### src/rtl/edc_cfg.svh
`ifndef EDC_CFG_SVH
`define EDC_CFG_SVH
// ----------------------------------------
// Register map
// ----------------------------------------
`define EDC_CAP_WORD_OFS      8'hB4
`define EDC_ADDR_BITS         8
// ----------------------------------------
// Field positions
// ----------------------------------------
`define EDC_MPS_LSB           0
`define EDC_PHANTOM_LSB       3
`define EDC_TAG8_BIT          5
`define EDC_L0S_LSB           6
`define EDC_L1_LSB            9
`define EDC_BUTTON_BIT        12
`define EDC_ATT_IND_BIT       13
`define EDC_PWR_IND_BIT       14
`define EDC_SPL_VAL_LSB       18
`define EDC_SPL_SCL_LSB       26
// ----------------------------------------
// Reset values
// ----------------------------------------
`define EDC_MPS_RST           3'h1
`define EDC_PHANTOM_RST       2'h0
`define EDC_TAG8_RST          1'h1
`define EDC_L0S_RST           3'h0
`define EDC_L1_RST            3'h0
`define EDC_SPL_VAL_RST       8'h00
`define EDC_SPL_SCL_RST       2'h0
`define EDC_PT_FORWARD        4'h7
`define EDC_PT_REVERSE        4'h8
`endif

### src/rtl/edc_pkg.sv
package edc_pkg;
	// Captured slot power message contents
	typedef struct packed {
		logic [7:0] value;
		logic [1:0] scale;
	} edc_spl_s;
	// Data phase bookkeeping
	typedef enum logic [1:0] {
		EDC_IDLE  = 2'b00,
		EDC_READ  = 2'b01,
		EDC_WRITE = 2'b11
	} edc_phase_e;
endpackage

### src/rtl/edc_device_cap.sv
// The AHB-Lite register port was left to the implementer.
`timescale 1ns/10ps
`include "edc_cfg.svh"
// Summary of operation
// - Payload code bits 2:0, 256 bytes at reset
// - Phantom bits 4:3 read zero, ignore writes
// - Bit 5 reads one: eight-bit tags
// - L0s latency bits 8:6, zero at reset
// - L1 latency bits 11:9, zero at reset
// - Bit 12 one when hot-plug forward
// - Bits 13, 14 likewise follow hot-plug forward
// - Bits 25:18 take message power value
// - Bits 27:26 take message power scale
// - Forward is port type 7, reverse 8
module edc_device_cap #(
	parameter logic [2:0] MPS_CODE = `EDC_MPS_RST,  // Supported payload code
	parameter logic [2:0] L0S_CODE = `EDC_L0S_RST,  // Acceptable L0s exit latency code
	parameter logic [2:0] L1_CODE  = `EDC_L1_RST    // Acceptable L1 exit latency code
) (
	input  wire logic        clk_sys_i,      // Core clock, 100 MHz
	input  wire logic        rst_n_i,        // Device reset, active low
	input  wire logic        hp_strap_i,     // Hot-plug enable strap
	input  wire logic        reverse_i,      // High when bridge works in reverse orientation
	input  wire logic        spl_valid_i,    // One-cycle pulse: power limit message received
	input  wire logic [7:0]  spl_value_i,    // Power limit value of that message
	input  wire logic [1:0]  spl_scale_i,    // Power limit scale of that message
	output logic       [3:0] port_type_o,    // Port type code for the capability header
	input  wire logic        hsel_i,         // AHB-Lite slave select
	input  wire logic [31:0] haddr_i,        // AHB-Lite address
	input  wire logic [1:0]  htrans_i,       // AHB-Lite transfer type
	input  wire logic        hwrite_i,       // AHB-Lite write
	input  wire logic [2:0]  hsize_i,        // AHB-Lite size
	input  wire logic [31:0] hwdata_i,       // AHB-Lite write data, ignored
	input  wire logic        hready_i,       // AHB-Lite bus ready
	output logic       [31:0] hrdata_o,      // AHB-Lite read data
	output logic             hreadyout_o,    // AHB-Lite ready out
	output logic             hresp_o         // AHB-Lite response
);
	// Elaboration check: codes 6 and 7 are reserved payload sizes
	if (MPS_CODE > 3'h5) begin : g_bad_mps
		$error("Payload code above 4096 bytes is reserved");
	end

	// ----------------------------------------
	// Strap capture
	// ----------------------------------------
	// Strap is caught after reset release, not under the asynchronous reset
	logic strap_done_r;
	logic strap_done_nxt;
	logic hp_fwd_r;        // Hot-plug enabled in forward orientation
	logic hp_fwd_nxt;
	logic reverse_r;       // Orientation latched with the strap
	logic reverse_nxt;

	// Next strap values: capture once, then hold
	always_comb begin
		strap_done_nxt = 1'b1;
		hp_fwd_nxt     = hp_fwd_r;
		reverse_nxt    = reverse_r;
		if (!strap_done_r) begin
			hp_fwd_nxt  = hp_strap_i & ~reverse_i;
			reverse_nxt = reverse_i;
		end
	end

	// Strap registers
	always_ff @(posedge clk_sys_i or negedge rst_n_i) begin
		if (!rst_n_i) begin
			strap_done_r <= 1'b0;
			hp_fwd_r     <= 1'b0;
			reverse_r    <= 1'b0;
		end else begin
			strap_done_r <= strap_done_nxt;
			hp_fwd_r     <= hp_fwd_nxt;
			reverse_r    <= reverse_nxt;
		end
	end

	// Port type follows the orientation
	logic [3:0] port_type_nxt;
	logic [3:0] port_type_r;
	always_comb begin
		port_type_nxt = reverse_nxt ? `EDC_PT_REVERSE : `EDC_PT_FORWARD;
	end
	always_ff @(posedge clk_sys_i or negedge rst_n_i) begin
		if (!rst_n_i) begin
			port_type_r <= `EDC_PT_FORWARD;
		end else begin
			port_type_r <= port_type_nxt;
		end
	end
	assign port_type_o = port_type_r;

	// ----------------------------------------
	// Slot power limit capture
	// ----------------------------------------
	edc_pkg::edc_spl_s spl_r;
	edc_pkg::edc_spl_s spl_nxt;

	// Every received message overwrites the previous capture
	always_comb begin
		spl_nxt = spl_r;
		if (spl_valid_i) begin
			spl_nxt.value = spl_value_i;
			spl_nxt.scale = spl_scale_i;
		end
	end
	always_ff @(posedge clk_sys_i or negedge rst_n_i) begin
		if (!rst_n_i) begin
			spl_r.value <= `EDC_SPL_VAL_RST;
			spl_r.scale <= `EDC_SPL_SCL_RST;
		end else begin
			spl_r <= spl_nxt;
		end
	end

	// ----------------------------------------
	// Capability word assembly
	// ----------------------------------------
	logic [31:0] cap_word;
	always_comb begin
		cap_word = 32'h0000_0000;
		cap_word[`EDC_MPS_LSB +: 3]     = MPS_CODE;
		cap_word[`EDC_PHANTOM_LSB +: 2] = `EDC_PHANTOM_RST;
		cap_word[`EDC_TAG8_BIT]         = `EDC_TAG8_RST;
		cap_word[`EDC_L0S_LSB +: 3]     = L0S_CODE;
		cap_word[`EDC_L1_LSB +: 3]      = L1_CODE;
		cap_word[`EDC_BUTTON_BIT]       = hp_fwd_r;
		cap_word[`EDC_ATT_IND_BIT]      = hp_fwd_r;
		cap_word[`EDC_PWR_IND_BIT]      = hp_fwd_r;
		cap_word[`EDC_SPL_VAL_LSB +: 8] = spl_r.value;
		cap_word[`EDC_SPL_SCL_LSB +: 2] = spl_r.scale;
	end

	// ----------------------------------------
	// AHB-Lite slave
	// ----------------------------------------
	// Zero wait states; writes are accepted and discarded
	edc_pkg::edc_phase_e phase_r;
	edc_pkg::edc_phase_e phase_nxt;
	logic [31:0]         rdata_r;
	logic [31:0]         rdata_nxt;
	logic                hit;      // Address decodes to the capability word

	always_comb begin
		hit       = (haddr_i[`EDC_ADDR_BITS-1:0] == `EDC_CAP_WORD_OFS) &&
		            (haddr_i[31:`EDC_ADDR_BITS] == 24'h00_0000);
		phase_nxt = edc_pkg::EDC_IDLE;
		rdata_nxt = 32'h0000_0000;
		if (hsel_i && hready_i && htrans_i[1]) begin
			if (hwrite_i) begin
				phase_nxt = edc_pkg::EDC_WRITE;
			end else begin
				phase_nxt = edc_pkg::EDC_READ;
				// Unmapped addresses read zero
				if (hit) begin
					rdata_nxt = cap_word;
				end
			end
		end
	end
	always_ff @(posedge clk_sys_i or negedge rst_n_i) begin
		if (!rst_n_i) begin
			phase_r <= edc_pkg::EDC_IDLE;
			rdata_r <= 32'h0000_0000;
		end else begin
			phase_r <= phase_nxt;
			rdata_r <= rdata_nxt;
		end
	end
	assign hrdata_o    = rdata_r;
	assign hreadyout_o = 1'b1;
	assign hresp_o     = 1'b0;

	// ----------------------------------------
	// Checks
	// ----------------------------------------
	property p_mps;
		@(posedge clk_sys_i) disable iff (!rst_n_i)
		(phase_r == edc_pkg::EDC_READ) && $past(hit) |-> hrdata_o[2:0] == MPS_CODE;
	endproperty
	a_mps: assert property (p_mps) else $error("Payload code wrong");

	property p_phantom;
		@(posedge clk_sys_i) disable iff (!rst_n_i)
		(phase_r == edc_pkg::EDC_READ) |-> hrdata_o[4:3] == 2'h0;
	endproperty
	a_phantom: assert property (p_phantom) else $error("Phantom bits not zero");

	property p_tag;
		@(posedge clk_sys_i) disable iff (!rst_n_i)
		(phase_r == edc_pkg::EDC_READ) |-> hrdata_o[5] == $past(hit);
	endproperty
	a_tag: assert property (p_tag) else $error("Tag bit wrong");

	property p_lat;
		@(posedge clk_sys_i) disable iff (!rst_n_i)
		(phase_r == edc_pkg::EDC_READ) && $past(hit) |-> hrdata_o[11:6] == {L1_CODE, L0S_CODE};
	endproperty
	a_lat: assert property (p_lat) else $error("Latency codes wrong");

	property p_hp;
		@(posedge clk_sys_i) disable iff (!rst_n_i)
		$rose(strap_done_r) |-> hp_fwd_r == $past(hp_strap_i & ~reverse_i);
	endproperty
	a_hp: assert property (p_hp) else $error("Hot-plug capture wrong");

	property p_hp_bits;
		@(posedge clk_sys_i) disable iff (!rst_n_i)
		(phase_r == edc_pkg::EDC_READ) && $past(hit) |-> hrdata_o[14:12] == {3{$past(hp_fwd_r)}};
	endproperty
	a_hp_bits: assert property (p_hp_bits) else $error("Hot-plug bits wrong");

	property p_spl;
		@(posedge clk_sys_i) disable iff (!rst_n_i)
		spl_valid_i |=> spl_r == {$past(spl_value_i), $past(spl_scale_i)};
	endproperty
	a_spl: assert property (p_spl) else $error("Power limit not captured");

	property p_spl_hold;
		@(posedge clk_sys_i) disable iff (!rst_n_i)
		!spl_valid_i |=> $stable(spl_r.scale);
	endproperty
	a_spl_hold: assert property (p_spl_hold) else $error("Power scale changed");

	property p_ptype;
		@(posedge clk_sys_i) disable iff (!rst_n_i)
		strap_done_r |-> port_type_o == (reverse_r ? 4'h8 : 4'h7);
	endproperty
	a_ptype: assert property (p_ptype) else $error("Port type wrong");

	property p_resv;
		@(posedge clk_sys_i) disable iff (!rst_n_i)
		(phase_r == edc_pkg::EDC_READ) |-> (hrdata_o[31:28] == 4'h0) && (hrdata_o[17:15] == 3'h0);
	endproperty
	a_resv: assert property (p_resv) else $error("Reserved bits not zero");
endmodule

### config.mk
export PLATFORM = sky130hd
export DESIGN_NAME = edc_device_cap
export DESIGN_NICKNAME = d
export VERILOG_FILES = /design/src/rtl/edc_pkg.sv /design/src/rtl/edc_device_cap.sv
export VERILOG_INCLUDE_DIRS = /design/src /design/src/rtl
export SDC_FILE = /design/constraint.sdc
export NUM_CORES = 1
export LEC_CHECK = 0
export ABC_AREA = 1
export BUFFER_PORTS_ARGS = -buffer_cell sky130_fd_sc_hd__buf_2
export CORE_ASPECT_RATIO = 1.25
export CORE_MARGIN = 1.5
export CORE_UTILIZATION = 34
export CTS_CLUSTER_DIAMETER = 60
export DETAILED_ROUTE_END_ITERATION = 10
export PLACE_DENSITY = 0.75
export SYNTH_ARGS = -nofsm -noshare
export SYNTH_HDL_FRONTEND = slang
export SYNTH_SLANG_ARGS = --single-unit
export TNS_END_PERCENT = 20
### constraint.sdc
create_clock -name clk_sys_i -period 1 [get_ports clk_sys_i]
set_input_delay 0.2 -clock clk_sys_i [delete_from_list [all_inputs] [get_ports clk_sys_i]]
set_output_delay 0.2 -clock clk_sys_i [all_outputs]
set_load 0.01 [all_outputs]
### After elaboration in Yosys (flattened, before gate mapping)

Cells that the tools add are included.

* equality and inequality tests: 1
* muxes and demuxes: 5
* bitwise logic cells: 2
* reductions and logical operators: 4

Operators with widths (count)
* $mux W28: 2
* $mux W32: 1
* $logic_not A24 Y1: 1
* $eq A8 B8 Y1 const B: 1
* $mux W4: 1
* $logic_and A1 B1 Y1: 3
* $and A1 B1 Y1: 1
* $mux W1: 1
* $not A1 Y1: 1

* flip-flop bits (word level): 49
* output and inout bits: 38
* word-level logic and storage cells: 19

### Depth between registers and ports, before layout

* depth in word-level cells: 5
* depth in mapped cells: 7
* gate-level depth less buffers: 6

### Worst setup path before layout

No wires, ideal clock.

* path type: input port to flip-flop
* start point: in haddr_i[3]
* end point: reg rdata_r[14], in the netlist hrdata_o[14]
* library setup time: 0.080 ns
* data arrival time: 0.781 ns
* slack: 0.139 ns
* stages on the path: 6
* buffers on the path: 1
* cells stage by stage: inv_1 > nand2_1 > nor2_2 > nand3b_4 > buf_6 > nor3_2

* longest elaborated chain between the ends: 5

RTL lines
* start, declared: RTL line edc_device_cap.sv:29 `input wire logic [31:0] haddr_i,`
* $eq A8 B8 Y1 (no line)
* $logic_and A1 B1 Y1: RTL line edc_device_cap.sv:146 `` hit = (haddr_i[`EDC_ADDR_BITS-1:0] == `EDC_CAP_WORD_OFS) && ``
* $mux W28: RTL line edc_device_cap.sv:156 `if (hit) begin`
* $mux W28: RTL line edc_device_cap.sv:151 `if (hwrite_i) begin`
* $mux W32: RTL line edc_device_cap.sv:150 `if (hsel_i && hready_i && htrans_i[1]) begin`
* end signal, assigned: RTL line edc_device_cap.sv:168 `rdata_r <= rdata_nxt;`
* end, declared: RTL line edc_device_cap.sv:141 `logic [31:0] rdata_r;`

Every way passes these cells.
A chain may end at the register's enable or synchronous reset.

### Worst setup path in the final report

* start point: reg port_type_r[2], in the netlist port_type_o[2]
* end point: out port_type_o[2]

RTL lines
* start, declared: RTL line edc_device_cap.sv:81 `logic [3:0] port_type_r;`
* start signal, assigned: RTL line edc_device_cap.sv:87 `` port_type_r <= `EDC_PT_FORWARD; ``
* start signal, assigned: RTL line edc_device_cap.sv:89 `port_type_r <= port_type_nxt;`
* end, declared: RTL line edc_device_cap.sv:27 `output logic [3:0] port_type_o,`

No word-level cell between the ends.

==> results.toml <==
[layout]
drive_gt1_share_pct = 44.3
syn_to_final_growth_pct = 27.8
antennaDiodeCount = 0
design_area_um2 = 1690
layout.nets = 298
fillers = 373

[global_routing]
grt_overflow_total = 0
track_usage_pct = 11.4
grt_max_degree = 27
grt_pass1_wl_um = 3730
antenna_found_initial = 0
grt_pass1_vias = 951

[floorplanning]
io_pins = 125
dieHeight_um = 72.6
floorplan.die.width_um = 58.7
rows = 25
start_util_pct = 35.1
die_area_um2 = 4260
core_area_um2 = 3750

[critical_path]
start_kind = "flip-flop"
reg2reg_depth = 4
end_kind = "output pin"
cp_top_family = "flip-flops"
arrival_ns = 0.92
crit_buf_inv = 1
critical_path_required_ns = 0.80
path_cells = "buf_2"
cp.depth = 1
slowest_stage = "dfstp_2"
cpPeakStageDelay_ns = 0.54
worstPathMaxFanout = 3
critPathKind = "flip-flop to output pin"

[drt]
met3_length_um = 155
firstDrtPassIters = 4
drc = 0
topRoutingLayerUsed = "met4"
viasPerCell = 4.15
drt-met1-wl_um = 872
wl_met2_um = 1160
wl_per_cell_um = 9.09
dr_total_vias = 1037
finalWirelength_um = 2270
drt_iter0_drc = 10
drt.antenna.violating_nets = 0

[sta]
post-route-min-period_ns = 1.12
report.final.slew_viol_count = 0
rsz0062_at_grt = "yes"
clock.fmax_mhz = 895
finalHoldViolations = 0
setup_viol = 3
finalCritPeriodShare_pct = 112
finalSetupTns_ns = -0.352
setup_ws_ns = -0.118
skew_ns = 0.0106

[clocking]
clkSinkCount = 26
worstSkewPairLatency_ns = 0.27
cts_max_level = 1
numCtsBuffers = 3
post_cts_resized = 0
cts_root_buffer = "clkbuf_8"
cts_tree = "done"
clk_pin_slew_ns = 0.09
clk_path_buf_depth = 2

[hold_path]
hp-class = "input pin to flip-flop"
hold_depth = 3

[yosys]
syn_area_per_cell_um2 = 9.09
synth_ff_type = "dfrtp_1"
synthesis.area_um2 = 1320
syn_inst = 145
yosysSeqAreaShare_pct = 49.4
synth.top_cell.area_share_pct = 47.4
synth_common_cells = "buf_4, dfrtp_1, nand2_1, inv_1, nor2_1"
synthArstFlopShare_pct = 100
synth_top_cell_by_area = "dfrtp_1"
synth-edff-count = 0
synth_cell_types = 15
synth-seq-cells = 26
synth_warnings = 0
ys_top_cells_by_area = "dfrtp_1, buf_4, nor3_2, nand2_1, inv_1"

[place]
dp_hpwl_um = 1780
gp_congestion = 0.689
place_ws_ns = -0.122
placed_cell_area_um2 = 1600
placement.io_buffers = 69

[run_status]
status = "complete, but fails checks"
violations = "negative setup slack"

[power_and_ir_drop]
powerDensity_nw_per_um2 = 1330
irDropWorstVdd_v = 0.000719
power.leakage_uw = 0.000968

[job]
cap_viol_max_count = 0
## cell usage in the layout (no fill, tap or decap)
master         count
conb_1            20
dlygate4sd3_1      1
o21ai_0           12
nor2_2             6
dfrtp_1           25
buf_2             69
inv_1             20
nand2_1           23
nand3_2            1
nor2_1            14
buf_12             2
nor3_1             2
nand3b_4           1
nor3_2             9
bufinv_16          1
dfstp_2            1
clkbuf_8           3
## through the flow
step                util (%)  std cells  hold slack (ns)  power, uW
global placement        42.7        245            0.153       1410
global route            44.9        250            0.137       2350
finish                  44.9        250            0.130       2250
CTS                     44.9        250            0.132       2270
detailed placement      42.7        245            0.153       1420
floorplan                  -        163          -0.0956       1330
## flip-flops by register name (all words and copies together) (netlist names)
register / flops
strap_done_r: 1
cap_word: 10
port_type_o: 2
hp_fwd_r: 1
hrdata_o: 12
## final timing paths
path	slack [ns]	from	end
worst min-delay path	0.13	spl_value_i[6]	cap_word[24]
worst max register to register	0.20	strap_done_r	port_type_o[3]
min in group asynchronous	0.40	rst_n_i	hrdata_o[5]
max in group asynchronous	0.37	rst_n_i	port_type_o[2]
worst max-delay path	-0.12	port_type_o[2]	port_type_o[2]
worst min register to register	0.46	port_type_o[3]	port_type_o[2]
## power by group
part / internal, uW / total (uW) / switching (uW)
clock: 535 / 851 / 316
sequential: 1100 / 1110 / 13.7
combinational: 122 / 280 / 158
## metal layers
layer / up-vias / track usage [%]
met3: 9 / 0.532
met4: 0 / 6.57
met2: 58 / 22.3
met1: 452 / 11.5
met5: - / 0
li1: 518 / -
## layout make-up
type                       count  area (um2)  area share, %
sequential                    26         652           38.7
tap                           40        50.0           2.97
multi-input combinational     88         442           26.2
clock inverter                 1        30.0           1.78
inverter                      20        75.1           4.45
timing repair buffer          72         395           23.5
clock buffer                   3        41.3           2.45
## cell families (layout without fill, tap and decap cells)
family | Yosys count | in the layout | synth area share [%]
compound gates | 12 | 12 | 4.55
buf+inv | 49 | 96 | 22.2
flops | 26 | 26 | 49.4
other cells | 2 | 20 | 0.569
simple gates | 56 | 56 | 23.2
## repair_timing
item | CTS | global route
buffers inserted | 0 | 0
endpoints found under the setup margin | 4 | 12
endpoints found under the hold margin | 25 | 0
hold buffers | 1 | 0
gates cloned | 0 | 0
(Power assumes the default switching activity.)
